**src/hdl/l21cmd_pkg.sv**
```systemverilog
`default_nettype none
package l21cmd_pkg;
  localparam logic [7:0] L21_RST_B0   = 8'hFB;
  localparam logic [7:0] L21_RST_B1   = 8'hFC;
  localparam logic [7:0] L21_RST_B2   = 8'h00;
  localparam logic [7:0] L21_NOP      = 8'h00;
  localparam logic [7:0] L21_SYNC_FF  = 8'hFF;
  localparam logic [7:0] L21_SYNC_FE  = 8'hFE;
  localparam logic [7:0] L21_FETCH1   = 8'hF8;
  localparam logic [7:0] L21_FETCH2   = 8'hF9;
  localparam logic [3:0] L21_CHSEL_HI = 4'h1;
  localparam logic [7:0] L21_TEMPLATE_DISPLAY_CMD_LO  = 8'h20;
  localparam logic [7:0] L21_TEMPLATE_DISPLAY_CMD_HI  = 8'h28;
  localparam logic [4:0] L21_STG1_HI  = 5'h08;
  localparam logic [4:0] L21_STG2_HI  = 5'h0C;
  localparam logic [2:0] L21_STG2_MAX = 3'h6;
  localparam logic [2:0] L21_WR_HI    = 3'h6;
  localparam logic [7:0] L21_OSD_RET  = 8'h30;
  localparam logic [7:0] L21_OSD_CLEAR_TO_ROW_END_CMD = 8'h31;
  localparam logic [7:0] L21_OSD_TEXT = 8'h32;
  localparam logic [7:0] L21_OSD_POP  = 8'h33;
  localparam logic [7:0] L21_OSD_FLIP = 8'h36;
  localparam logic [7:0] L21_OSD_EDM  = 8'h37;
  localparam logic [7:0] L21_OSD_ENM  = 8'h38;
  localparam int         L21_NREG     = 32;
  localparam logic [7:0] L21_REG_RST  = 8'h00;
  localparam int         L21_SYNC_MIN = 2;
  localparam int         L21_ST_RDY   = 7;
  localparam int         L21_ST_DAV   = 6;
  localparam int         L21_ST_RD2   = 5;
endpackage : l21cmd_pkg
`default_nettype wire

```
**src/hdl/l21cmd_if.sv**
```systemverilog
`default_nettype none
interface l21cmd_if;
  logic       cmd_valid;
  logic [7:0] cmd_byte;
  logic       spi_mode;
  logic       rsp_valid;
  logic [7:0] rsp_byte;
  logic [7:0] status;
  modport dev  (input cmd_valid, cmd_byte, spi_mode, output rsp_valid, rsp_byte, status);
  modport host (output cmd_valid, cmd_byte, spi_mode, input rsp_valid, rsp_byte, status);
endinterface : l21cmd_if
`default_nettype wire

```
**src/hdl/l21cmd_dev.sv**
```systemverilog
// Functional notes
// - reset sequence restores defaults, keeps port state
// - no-op accepted anytime, ready unchanged in spi mode (outside spi any byte sets ready)
// - spi sync: two ff then fe
// - channel select picks caption/text channel
// - template select, erase timer choice
// - one-byte stage copies addressed register
// - two-byte stage copies pair, sets flag
// - spi fetch-one returns staged byte
// - spi fetch-two returns both bytes
// - write opcode plus data byte stores
// - return only in text-style mode
// - clear cursor to row end
// - text setup enters text-style mode
// - pop-on setup enters pop-on mode
// - flip swaps shown and hidden memory
// - erase shown memory
// - erase hidden memory
// - data-available and two-byte flags together
`default_nettype none
module l21cmd_dev
  import l21cmd_pkg::*;
(
  input  wire logic       i_sys_clk,
  input  wire logic       i_rst_b,
  l21cmd_if.dev           bus,
  output logic [2:0]      o_channel,
  output logic [3:0]      o_template,
  output logic            o_erase_timer_en,
  output logic            o_text_mode,
  output logic            o_popon_mode,
  output logic            o_shown_bank,
  output logic            o_osd_return,
  output logic            o_clear_row_end,
  output logic            o_erase_shown,
  output logic            o_erase_hidden
);
  import l21cmd_pkg::*;
  logic [7:0] regs_reg [L21_NREG];
  logic [7:0] out0_reg, out1_reg;
  logic       dav_reg, rd2_reg, rdy_reg, half_reg;
  logic       wr_pend_reg;
  logic [4:0] wr_addr_reg;
  logic [1:0] rst_seq_reg;
  logic [1:0] sync_cnt_reg;
  logic       fetch2_reg;
  logic       rsp_valid_reg;
  logic [7:0] rsp_byte_reg;
  logic       defaults;
  logic [7:0] b;
  assign b = bus.cmd_byte;
  // reset sequence tracker; port sync state is separate so it survives
  always_ff @(posedge i_sys_clk or negedge i_rst_b) begin
    if (!i_rst_b) begin
      rst_seq_reg <= 2'd0;
    end else if (bus.cmd_valid) begin
      if (b == L21_RST_B0) begin
        rst_seq_reg <= 2'd1;
      end else if (rst_seq_reg == 2'd1 && b == L21_RST_B1) begin
        rst_seq_reg <= 2'd2;
      end else begin
        rst_seq_reg <= 2'd0;
      end
    end
  end
  assign defaults = bus.cmd_valid && rst_seq_reg == 2'd2 && b == L21_RST_B2;
  // spi sync: port unusable until ff,ff,...,fe seen
  always_ff @(posedge i_sys_clk or negedge i_rst_b) begin
    if (!i_rst_b) begin
      sync_cnt_reg <= 2'd0;
      rdy_reg      <= 1'b0;
    end else if (bus.cmd_valid && bus.spi_mode) begin
      if (b == L21_SYNC_FF) begin
        sync_cnt_reg <= (sync_cnt_reg == 2'd3) ? 2'd3 : sync_cnt_reg + 2'd1;
      end else begin
        if (b == L21_SYNC_FE && sync_cnt_reg >= 2'(L21_SYNC_MIN)) begin
          rdy_reg <= 1'b1;
        end
        sync_cnt_reg <= 2'd0;
      end
    end else if (bus.cmd_valid && !bus.spi_mode) begin
      rdy_reg <= 1'b1;
    end
  end
  // command decode; ready gates everything but no-op and reset bytes
  always_ff @(posedge i_sys_clk or negedge i_rst_b) begin
    if (!i_rst_b) begin
      for (int i = 0; i < L21_NREG; i++) regs_reg[i] <= L21_REG_RST;
      wr_pend_reg <= 1'b0;
      wr_addr_reg <= 5'd0;
      out0_reg    <= 8'h00_00;
      out1_reg    <= 8'h00_00;
      dav_reg     <= 1'b0;
      rd2_reg     <= 1'b0;
      half_reg    <= 1'b0;
      fetch2_reg  <= 1'b0;
      rsp_valid_reg <= 1'b0;
      rsp_byte_reg  <= 8'h00_00;
      o_channel   <= 3'd0;
      o_template  <= 4'd0;
      o_erase_timer_en <= 1'b0;
      o_text_mode <= 1'b0;
      o_popon_mode <= 1'b0;
      o_shown_bank <= 1'b0;
      o_osd_return <= 1'b0;
      o_clear_row_end <= 1'b0;
      o_erase_shown <= 1'b0;
      o_erase_hidden <= 1'b0;
    end else begin
      rsp_valid_reg   <= 1'b0;
      o_osd_return    <= 1'b0;
      o_clear_row_end <= 1'b0;
      o_erase_shown   <= 1'b0;
      o_erase_hidden  <= 1'b0;
      if (defaults) begin
        for (int i = 0; i < L21_NREG; i++) regs_reg[i] <= L21_REG_RST;
        wr_pend_reg <= 1'b0;
        dav_reg <= 1'b0;
        rd2_reg <= 1'b0;
        o_channel <= 3'd0;
        o_template <= 4'd0;
        o_erase_timer_en <= 1'b0;
        o_text_mode <= 1'b0;
        o_popon_mode <= 1'b0;
        o_shown_bank <= 1'b0;
      end else if (bus.cmd_valid && wr_pend_reg) begin
        regs_reg[wr_addr_reg] <= b;
        wr_pend_reg <= 1'b0;
      end else if (bus.cmd_valid && b != L21_NOP && rdy_reg) begin
        if (b[7:4] == L21_CHSEL_HI) begin
          o_channel <= b[2:0];
        end else if (b >= L21_TEMPLATE_DISPLAY_CMD_LO && b <= L21_TEMPLATE_DISPLAY_CMD_HI) begin
          o_template <= b[3:0];
          o_erase_timer_en <= b[0];
        end else if (b[7:3] == L21_STG1_HI) begin
          out0_reg <= regs_reg[{2'b00, b[2:0]}];
          dav_reg <= 1'b1;
          rd2_reg <= 1'b0;
          half_reg <= 1'b0;
        end else if (b[7:3] == L21_STG2_HI && b[2:0] <= L21_STG2_MAX) begin
          out0_reg <= regs_reg[{2'b00, b[2:0]}];
          out1_reg <= regs_reg[{2'b00, b[2:0]} + 5'd1];
          dav_reg <= 1'b1;
          rd2_reg <= 1'b1;
          half_reg <= 1'b0;
        end else if (b[7:5] == L21_WR_HI) begin
          wr_addr_reg <= b[4:0];
          wr_pend_reg <= 1'b1;
        end else if (bus.spi_mode && b == L21_FETCH1) begin
          rsp_valid_reg <= 1'b1;
          rsp_byte_reg <= half_reg ? out1_reg : out0_reg;
          dav_reg <= 1'b0;
          rd2_reg <= 1'b0;
        end else if (bus.spi_mode && b == L21_FETCH2) begin
          rsp_valid_reg <= 1'b1;
          rsp_byte_reg <= out0_reg;
          fetch2_reg <= 1'b1;
        end else begin
          case (b)
            L21_OSD_RET:  o_osd_return <= o_text_mode;
            L21_OSD_CLEAR_TO_ROW_END_CMD: o_clear_row_end <= 1'b1;
            L21_OSD_TEXT: begin
              o_text_mode <= 1'b1;
              o_popon_mode <= 1'b0;
            end
            L21_OSD_POP: begin
              o_popon_mode <= 1'b1;
              o_text_mode <= 1'b0;
            end
            L21_OSD_FLIP: o_shown_bank <= ~o_shown_bank;
            L21_OSD_EDM:  o_erase_shown <= 1'b1;
            L21_OSD_ENM:  o_erase_hidden <= 1'b1;
            default: ;
          endcase
        end
      end
      // second byte of a two-byte fetch follows one cycle later
      if (fetch2_reg) begin
        fetch2_reg <= 1'b0;
        rsp_valid_reg <= 1'b1;
        rsp_byte_reg <= out1_reg;
        dav_reg <= 1'b0;
        rd2_reg <= 1'b0;
      end
    end
  end
  assign bus.rsp_valid = rsp_valid_reg;
  assign bus.rsp_byte  = rsp_byte_reg;
  assign bus.status    = {rdy_reg, dav_reg, rd2_reg, 5'b0_0000};
endmodule : l21cmd_dev
`default_nettype wire

```
**src/flat_wrapper.sv**
```systemverilog
// flat-port wrapper written by rule: the top's interface ports become plain ports
module l21cmd_dev_flat import l21cmd_pkg::*;
  (i_sys_clk, i_rst_b, o_channel, o_template, o_erase_timer_en, o_text_mode, o_popon_mode, o_shown_bank, o_osd_return, o_clear_row_end, o_erase_shown, o_erase_hidden, bus_cmd_valid, bus_cmd_byte, bus_spi_mode, bus_rsp_valid, bus_rsp_byte, bus_status);
  l21cmd_if bus_i ();
  input  wire logic i_sys_clk;
  input  wire logic i_rst_b;
  output logic [2:0] o_channel;
  output logic [3:0] o_template;
  output logic o_erase_timer_en;
  output logic o_text_mode;
  output logic o_popon_mode;
  output logic o_shown_bank;
  output logic o_osd_return;
  output logic o_clear_row_end;
  output logic o_erase_shown;
  output logic o_erase_hidden;
  input wire logic [$bits(bus_i.cmd_valid)-1:0] bus_cmd_valid;
  input wire logic [$bits(bus_i.cmd_byte)-1:0] bus_cmd_byte;
  input wire logic [$bits(bus_i.spi_mode)-1:0] bus_spi_mode;
  output wire logic [$bits(bus_i.rsp_valid)-1:0] bus_rsp_valid;
  output wire logic [$bits(bus_i.rsp_byte)-1:0] bus_rsp_byte;
  output wire logic [$bits(bus_i.status)-1:0] bus_status;
  assign bus_i.cmd_valid = bus_cmd_valid;
  assign bus_i.cmd_byte = bus_cmd_byte;
  assign bus_i.spi_mode = bus_spi_mode;
  assign bus_rsp_valid = bus_i.rsp_valid;
  assign bus_rsp_byte = bus_i.rsp_byte;
  assign bus_status = bus_i.status;
  l21cmd_dev u_core (.i_sys_clk(i_sys_clk), .i_rst_b(i_rst_b), .bus(bus_i), .o_channel(o_channel), .o_template(o_template), .o_erase_timer_en(o_erase_timer_en), .o_text_mode(o_text_mode), .o_popon_mode(o_popon_mode), .o_shown_bank(o_shown_bank), .o_osd_return(o_osd_return), .o_clear_row_end(o_clear_row_end), .o_erase_shown(o_erase_shown), .o_erase_hidden(o_erase_hidden));
endmodule
```
**config.mk**
```make
export PLATFORM = sky130hd
export DESIGN_NAME = l21cmd_dev_flat
export DESIGN_NICKNAME = d
export VERILOG_FILES = /design/src/hdl/l21cmd_pkg.sv /design/src/hdl/l21cmd_if.sv /design/src/hdl/l21cmd_dev.sv /design/src/flat_wrapper.sv
export SDC_FILE = /design/constraint.sdc
export NUM_CORES = 1
export LEC_CHECK = 0
export BUFFER_PORTS_ARGS = -buffer_cell sky130_fd_sc_hd__buf_2
export CORE_UTILIZATION = 65
export CTS_CLUSTER_SIZE = 20
export DETAILED_ROUTE_END_ITERATION = 10
export GPL_ROUTABILITY_DRIVEN = 0
export PLACE_DENSITY_LB_ADDON = 0.3
export SETUP_SLACK_MARGIN = 0.4
export SLEW_MARGIN = 20
export SYNTH_ARGS = -nofsm -noshare
export SYNTH_HDL_FRONTEND = slang
export SYNTH_SLANG_ARGS = --single-unit
```
**constraint.sdc**
```tcl
create_clock -name i_sys_clk -period 5.45 [get_ports i_sys_clk]
set_clock_uncertainty 0.05 [all_clocks]
set_input_delay 0.8175 -clock i_sys_clk [delete_from_list [all_inputs] [get_ports i_sys_clk]]
set_output_delay 0.8175 -clock i_sys_clk [all_outputs]
set_load 0.02 [all_outputs]
```
==> flow_summary.yaml, run 1 <==
run_status:
  status: "complete, but fails checks"
  violations: "design-rule violations"
setup_path:
  worst-endpoint-arrival_ns: 3.55
  r2r-start: "u_core.wr_pend_reg"
  crit_chain: "buf_2 -> inv_2 -> ha_2 -> buf_4 -> mux2i_1 -> o22ai_1 -> o22ai_1 -> o21ai_0"
  crit_required_ns: 5.70
  cp_slowest_stage_delay_ns: 0.72
  slowest_stage: "ha_2"
  path_max_fanout: 33
  cp_top_family: "buffers and inverters"
  r2r_cells: 3
  critPathMostFrequentCell: "o22ai_1"
  reg2reg_to: "u_core.wr_addr_reg[2]"
  critPathCaptureType: "register"
  worst-setup-path-type: "in -> reg"
  reg2reg_slack_ns: 3.18
  critPathLaunchType: "input port"
  crit_cells: 8
  path_buf_inv: 3
cells_and_area:
  fill_cells: 777
  area_delta_synth_final_pct: 8.75
  insertedDiodeCount: 0
  largest_reg_flops: 96
  nNetsFinal: 784
  final_common_cell: "nand2_1"
  drive_gt1_share_pct: 18.1
  register_area_mm2: 0.00373
  fin_area_mm2: 0.00849
  multi_input_area_mm2: 0.00370
  final_cell_mix: "159 x nand2_1, 149 x dfrtp_1, 74 x a21oi_1, 60 x mux2i_1, 53 x o21ai_0"
synthesis:
  syn_area_mm2: 0.00781
  syn_area_per_cell_um2: 10.1
  synth_warnings: 0
  ys_seq_elements: 149
  ys_types: 61
  ys.flop_type: "dfrtp_1"
  async_flop_share_pct: 100
  seq_area_frac_synth_pct: 47.8
  syn_inst: 774
  synth_edf_count: 0
sta:
  setup_viol: 0
  worst_pin_slew_ns: 0.961
  post-route-period-util_pct: 60.6
  slew_viol_final: 0
  fin_setup_tns_ns: 0
  fmax_ghz: 0.303
  hold_violations: 0
  period_needed_ns: 3.30
  slew_headroom_pct: 35.5
  rsz0062_at_grt: "no"
routing:
  routedWlPerCell_um: 22.4
  drt-vias-per-instance: 6.85
  dr.pass1.iters: 11
  wl_um: 20700
  vias: 6333
  drtIter0Drc: 806
  detail-route-antenna-nets: 0
  drc_errors: 9
pwr:
  p_per_area_mw_per_mm2: 365
  p_leak_nw: 3.84
  ir_drop_mv: 0.188
grt:
  grt_pass1_wl_um: 33500
  grt_max_degree: 101
  grt_pass1_vias: 6317
  overflow: 0
  antenna_found_initial: 0
  grt_use_total_pct: 35.5
floorplan:
  start_util_pct: 67.5
  core_area_mm2: 0.0116
  dieWidth_um: 112
  dieArea_mm2: 0.0125
  ios: 44
  die_h_um: 112
  rows: 39
cts:
  clk_pin_slew_ns: 0.06
  clock_path_buffers: 2
  cts-root-buf: "clkbuf_16"
  clock_latency_ns: 0.43
  holdBufCountCts: 0
  htree_levels: 4
  ctsResizeCount: 0
  tritoncts: "done"
  cts_buffers: 17
  post_cts_buffers: 0
  cts_num_sinks: 149
worst_hold_path:
  hold_path_end: "u_core.out0_reg[3]"
  hold_start: "u_core.out0_reg[3]"
  hold_class: "reg -> reg"
  hold_path_depth: 2
flow_run:
  maxCapViolCount: 0
placed_design:
  io_buffers: 38
  dpl_cell_area_mm2: 0.00788
  dp_hpwl_um: 13700
stage by stage:
| step | cells | total power [mW] | util, % | hold WS (ns) | setup slack, ns |
|---|---|---|---|---|---|
| final | 924 | 3.10 | 73.4 | 0.430 | 2.15 |
| after global routing | 924 | 3.20 | 73.4 | 0.460 | 2.07 |
| after CTS | 924 | 3.09 | 73.4 | 0.433 | 2.20 |
| after detailed placement | 892 | 1.87 | 68.1 | 0.421 | 1.83 |
| after global placement | 892 | 1.84 | 68.1 | 0.409 | 1.95 |
| after floorplan | 778 | 1.72 | - | 0.394 | 2.26 |
worst reg2reg max path, stage by stage (launching register included):
cell	delay [ns]
dfrtp_1	0.54
nand3b_1	0.32
nor3_1	0.82
mux2_2	0.43
area by class of cell:
cell class | instances | share of cell area, %
sequential | 149 | 43.9
multi-input combinational | 549 | 43.6
clock buffer | 18 | 5.05
timing repair buffer | 44 | 2.84
clock inverter | 14 | 2.17
tap | 143 | 2.11
inverter | 7 | 0.309
cells in the mapped netlist, types with 4 or more instances:
cell type / count / area share (%)
a21oi_1: 74 / 4.7
a22o_1: 24 / 2.7
buf_1: 4 / 0.19
buf_2: 21 / 1.3
buf_4: 16 / 1.5
clkbuf_1: 30 / 1.4
dfrtp_1: 149 / 48
ha_1: 4 / 0.64
inv_1: 6 / 0.29
mux2_2: 24 / 3.5
mux2i_1: 60 / 7.7
mux4_2: 16 / 4.6
nand2_1: 159 / 7.6
nand3_1: 5 / 0.32
nor2_1: 20 / 0.96
nor2_2: 8 / 0.64
nor2_4: 4 / 0.58
nor2b_1: 5 / 0.40
nor3_1: 4 / 0.26
nor3b_1: 4 / 0.38
o21ai_0: 53 / 3.4
o22ai_1: 24 / 1.9
worst max path at each step:
stage                    startpoint                  to
global placement    bus_cmd_byte[1]  u_core.out1_reg[0]
floorplan           bus_cmd_byte[0]  u_core.out1_reg[6]
detailed placement  bus_cmd_byte[1]  u_core.out1_reg[5]
CTS                 bus_cmd_byte[1]  u_core.out1_reg[3]
global route        bus_cmd_byte[1]  u_core.out1_reg[3]
finish              bus_cmd_byte[1]  u_core.out1_reg[3]
where the power goes:
part           total (mW)  switching, mW  internal, mW
combinational       0.481          0.273         0.208
sequential           1.39          0.139          1.25
clock                1.23          0.465         0.762
total                3.10          0.877          2.22
cells by family (layout without fill, tap and decap cells):
logic type / count (synthesis) / count (layout) / share of synthesized area, %
AOI/OAI and AO/OA: 190 / 190 / 14.5
adders and majority gates: 4 / 4 / 0.641
other: 1 / 5 / 0.0480
muxes: 100 / 100 / 15.8
DFF: 149 / 149 / 47.8
xor gates and xnor gates: 3 / 3 / 0.337
buffers and inverters: 80 / 83 / 5.06
and+or+nand+nor: 247 / 247 / 15.9
per-layer routing:
metal	global-route usage [%]	share of wire, %	up-vias
met5	0	0	-
met4	19.8	4.3	0
met3	11.4	11	71
met2	53.6	46	400
met1	45.7	38	3131
li1	-	-	2731
(Power assumes the default switching activity.)
==> run 2: changes to the inputs <==
- CORE_UTILIZATION: 65 -> 55
- clock period: 5.45 -> 2.7 ns (I/O delays scaled with it)
==> flow_summary.yaml, run 2 (synthesis results as in run 1) <==
run_status:
  status: "completed"
routing:
  drt-vias-per-instance: 6.50
  drtIter0Drc: 742
  detail-route-antenna-nets: 0
  top_layer: "met4"
  dr_wl_met2_um: 10200
  m1WireLength_um: 8400
  routedWlPerCell_um: 22.0
  drc_errors: 0
  vias: 6369
  dr.pass1.iters: 6
  met3RoutedLength_um: 1830
  wl_um: 21500
flow_run:
  maxCapViolCount: 0
pwr:
  p_switching_mw: 1.78
  internal_power_mw: 4.50
  clockPowerShare_pct: 39.2
  pwr-share-seq_pct: 44.8
  p_comb_share_pct: 15.9
  ir_drop_mv: 0.466
  p_leak_nw: 3.96
  p_per_area_mw_per_mm2: 719
  p_sw_share_pct: 28.3
setup_path:
  path_max_fanout: 10
  crit_required_ns: 2.97
  critPathCaptureType: "register"
  worst-setup-path-type: "reg -> reg"
  worst-endpoint-arrival_ns: 2.39
  critPathLaunchType: "register"
cts:
  cts_buffers: 17
  cts_num_sinks: 149
  htree_levels: 4
  tritoncts: "done"
  ctsResizeCount: 0
  cts-root-buf: "clkbuf_16"
  clk_pin_slew_ns: 0.06
  clock_path_buffers: 2
  clock_latency_ns: 0.43
worst_hold_path:
  hold_class: "in -> reg"
sta:
  rsz0062_at_grt: "no"
  slew_viol_final: 0
  fin_setup_tns_ns: 0
  worst_pin_slew_ns: 0.626
  fmax_ghz: 0.472
  setup_viol: 0
  hold_violations: 0
  slew_headroom_pct: 58.3
  post-route-period-util_pct: 78.5
  period_needed_ns: 2.12
grt:
  grt_max_degree: 80
  overflow: 0
  grt_pass1_wl_um: 34600
  grt_use_total_pct: 31.7
  antenna_found_initial: 0
  grt_pass1_vias: 6324
cells_and_area:
  final_cell_mix: "159 x nand2_1, 149 x dfrtp_1, 74 x a21oi_1, 60 x mux2i_1, 53 x o21ai_0"
  drive_gt1_share_pct: 20.0
  fill_cells: 1098
  largest_reg_flops: 96
  fin_area_mm2: 0.00874
  nNetsFinal: 803
  postLayoutCoreUtil_pct: 63.0
  final_common_cell: "nand2_1"
  area_delta_synth_final_pct: 12.0
  post_layout_nonfiller_instances: 980
  insertedDiodeCount: 0
placed_design:
  dp_hpwl_um: 14600
  dp_cells: 947
  io_buffers: 38
  dpl_cell_area_mm2: 0.00812
floorplan:
  rows: 43
  core_area_mm2: 0.0139
  ios: 44
  die_h_um: 121
  dieArea_mm2: 0.0147
  start_util_pct: 56.2
  dieWidth_um: 121
## run 2: cell type report
cell class              instances  area (µm²)  share of cell area, %
clock inverters                15         188                   2.15
clock buffers                  17         425                   4.86
inverters                       7        26.3                  0.300
multi-input cells             549        3700                   42.3
repair buffers                 63         449                   5.14
well taps                     180         225                   2.58
flip-flops and latches        149        3730                   42.6
## run 2: power by group through the flow
| stage | clock [mW] | combinational [mW] | sequential [mW] |
|---|---|---|---|
| floorplan | 0 | 0.724 | 2.75 |
| global placement | 0 | 0.954 | 2.81 |
| detailed placement | 0 | 0.992 | 2.83 |
| CTS | 2.49 | 0.999 | 2.80 |
| global route | 2.60 | 1.09 | 2.84 |
| finish | 2.47 | 1.00 | 2.82 |
## run 2: metal layers
metal	up-vias	GRT usage, %
met5	-	0
met4	0	19.5
met3	89	6.48
met2	382	50.0
met1	3147	40.3
li1	2751	-
## run 2: critical path, stage by stage (launching register included)
cell	delay [ns]
dfrtp_1	0.46
or3_1	0.62
nor2_2	0.56
nor2_1	0.11
a22o_1	0.20
## run 2: final timing paths
kind | start | endpoint | slack (ns) | cells past startpoint
min in group asynchronous | i_rst_b | u_core.sync_cnt_reg[1] | 0.48 | 2
worst max-delay path | u_core.wr_addr_reg[3] | u_core.regs_reg[242] | 0.58 | 4
worst min register to register | u_core.out0_reg[1] | u_core.out0_reg[1] | 0.44 | 2
worst max register to register | u_core.wr_addr_reg[3] | u_core.regs_reg[242] | 0.58 | 4
max in group asynchronous | i_rst_b | u_core.regs_reg[225] | 1.36 | 3
worst min-delay path | bus_spi_mode | u_core.sync_cnt_reg[1] | 0.18 | 2
## run 2: metrics by stage
| stage | hold slack [ns] | worst slack, ns | power [mW] |
|---|---|---|---|
| final | 0.175 | 0.582 | 6.29 |
| after global routing | 0.212 | 0.492 | 6.53 |
| after CTS | 0.173 | 0.600 | 6.29 |
| after detailed placement | 0.396 | 0.324 | 3.82 |
| after global placement | 0.395 | 0.423 | 3.77 |
| after floorplan | 0.0594 | 0.377 | 3.47 |
## run 2: repair_timing
item	4_1_cts	5_1_grt
endpoints found under the setup margin	0	0
hold buffers	1	0
endpoints found under the hold margin	65	0
buffers inserted	0	0
==> run 3: changes to the inputs <==
- clock period: 2.7 -> 1.89 ns (I/O delays scaled with it)
==> flow_summary.yaml, run 3 (synthesis results as in run 1) <==
run_status:
  status: "completed"
cts:
  cts_buffers: 17
  clk_pin_slew_ns: 0.07
  cts-root-buf: "clkbuf_16"
  clock_latency_ns: 0.45
  cts_num_sinks: 149
  htree_levels: 4
  tritoncts: "done"
  clock_path_buffers: 2
floorplan:
  dieWidth_um: 121
  rows: 43
  start_util_pct: 56.2
  ios: 44
  core_area_mm2: 0.0139
  die_h_um: 121
  dieArea_mm2: 0.0147
routing:
  met3RoutedLength_um: 3940
  routedWlPerCell_um: 28.3
  m1WireLength_um: 10400
  wl_um: 30900
  dr_wl_met2_um: 14100
  top_layer: "met4"
  detail-route-antenna-nets: 0
  drc_errors: 0
  dr.pass1.iters: 7
  vias: 7729
  drtIter0Drc: 1084
  drt-vias-per-instance: 7.08
grt:
  grt_pass1_wl_um: 42000
  grt_use_total_pct: 38.8
  antenna_found_initial: 0
  grt_max_degree: 47
  overflow: 0
  grt_pass1_vias: 7413
pwr:
  ir_drop_mv: 0.673
  power_mw: 9.74
  p_leak_nw: 5.07
  p_per_area_mw_per_mm2: 861
setup_path:
  path_buf_inv: 1
  worst-endpoint-arrival_ns: 2.10
  worst-setup-path-type: "reg -> reg"
  cp_top_family: "simple AND/OR/NAND/NOR gates"
  path_max_fanout: 17
  crit_chain: "and3b_2 -> buf_4 -> nand3_2 -> a211oi_2"
  critical_path.startpoint: "u_core.wr_pend_reg"
  r2r-start: "u_core.wr_pend_reg"
  cp_slowest_stage_delay_ns: 0.42
  slowest_stage: "dfrtp_1"
  crit_required_ns: 2.20
  critPathCaptureType: "register"
  critPathLaunchType: "register"
sta:
  setup_viol: 0
  worst_pin_slew_ns: 0.548
  fmax_ghz: 0.557
  rsz0062_at_grt: "yes"
  slew_viol_final: 0
  slew_headroom_pct: 63.4
  layout_setup_ws_ns: 0.0940
  period_needed_ns: 1.80
  hold_violations: 0
  post-route-period-util_pct: 95.0
cells_and_area:
  insertedDiodeCount: 0
  multi_input_area_mm2: 0.00473
  drive_gt1_share_pct: 46.8
  largest_reg_flops: 96
  final_common_cell: "dfrtp_1"
  nNetsFinal: 915
  fin_area_mm2: 0.0113
  final_cell_mix: "146 x dfrtp_1, 125 x nand2_1, 63 x buf_4, 60 x a21oi_2, 57 x mux2i_1"
  post_layout_nonfiller_instances: 1092
  register_area_mm2: 0.00373
  area_delta_synth_final_pct: 45.0
  fill_cells: 620
worst_hold_path:
  hold_class: "in -> reg"
  hold_start: "bus_spi_mode"
placed_design:
  io_buffers: 38
  dp_hpwl_um: 15500
  dpl_cell_area_mm2: 0.00908
  dp_cells: 995
  dp_slack_ns: -0.149
flow_run:
  maxCapViolCount: 0
[run 3: cell types whose count changed in the layout (fill, tap and decap cells not counted), sizes merged]
cell / before / now
buf: 62 / 170
inv: 7 / 13
o2111ai: 2 / 3
bufinv: 4 / 1
bufbuf: 0 / 2
clkinv: 6 / 5
clkbuf: 17 / 19
clkinvlp: 5 / 2
[run 3: cell type report]
cell class,count,share of cell area [%]
repair buffers,174,17.8
clock inverters,14,1.26
clock buffers,18,3.79
well taps,180,1.99
flip-flops and latches,149,33.0
multi-input cells,550,41.8
inverters,7,0.321
[run 3: worst reg2reg max path, stage by stage, from the launching register on]
cell      delay (ns)
dfrtp_1         0.42
and3b_2         0.34
buf_4           0.19
nand3_2         0.37
a211oi_2        0.34
[run 3: path summary, 6_finish.rpt]
| kind | endpoint | slack, ns | cells after the start |
|---|---|---|---|
| min in group asynchronous | u_core.o_clear_row_end | 0.29 | 2 |
| max in group asynchronous | u_core.wr_addr_reg[4] | 0.86 | 3 |
| hold / removal | u_core.sync_cnt_reg[1] | 0.05 | 2 |
| hold reg to reg | u_core.out0_reg[4] | 0.46 | 2 |
| setup / recovery | u_core.dav_reg | 0.09 | 4 |
| setup reg to reg | u_core.dav_reg | 0.09 | 4 |
[run 3: through the flow]
stage	hold slack [ns]	TNS [ns]	utilization, %
3_3_place_gp	0.175	-0.111	65.4
5_1_grt	0.0463	0	81.5
4_1_cts	0.0538	0	77.4
6_report	0.0497	0	81.5
2_1_floorplan	-0.0621	-1.84	-
3_5_place_dp	0.185	-0.432	65.4
[run 3: routing by layer]
metal  GRT usage (%)  vias up
met5               0        -
met4            21.1        0
met3            8.65      270
met2            62.1      730
met1            48.9     3723
li1                -     3006
[run 3: what timing repair did]
action / 4_1_cts / 5_1_grt
setup endpoints to repair: 136 / 144
setup buffers: 32 / 19
hold buffers: 1 / 0
hold endpoints to repair: 40 / 0
resized for setup: 113 / 81
pin swaps: 41 / 35
gates cloned: 13 / 0
[run 3: power by group]
group          switching, mW  leakage (nW)  internal, mW
sequential             0.470          2.02          3.60
clock                   1.58         0.276          1.85
combinational           1.21          2.78          1.04
total                   3.25          5.07          6.49
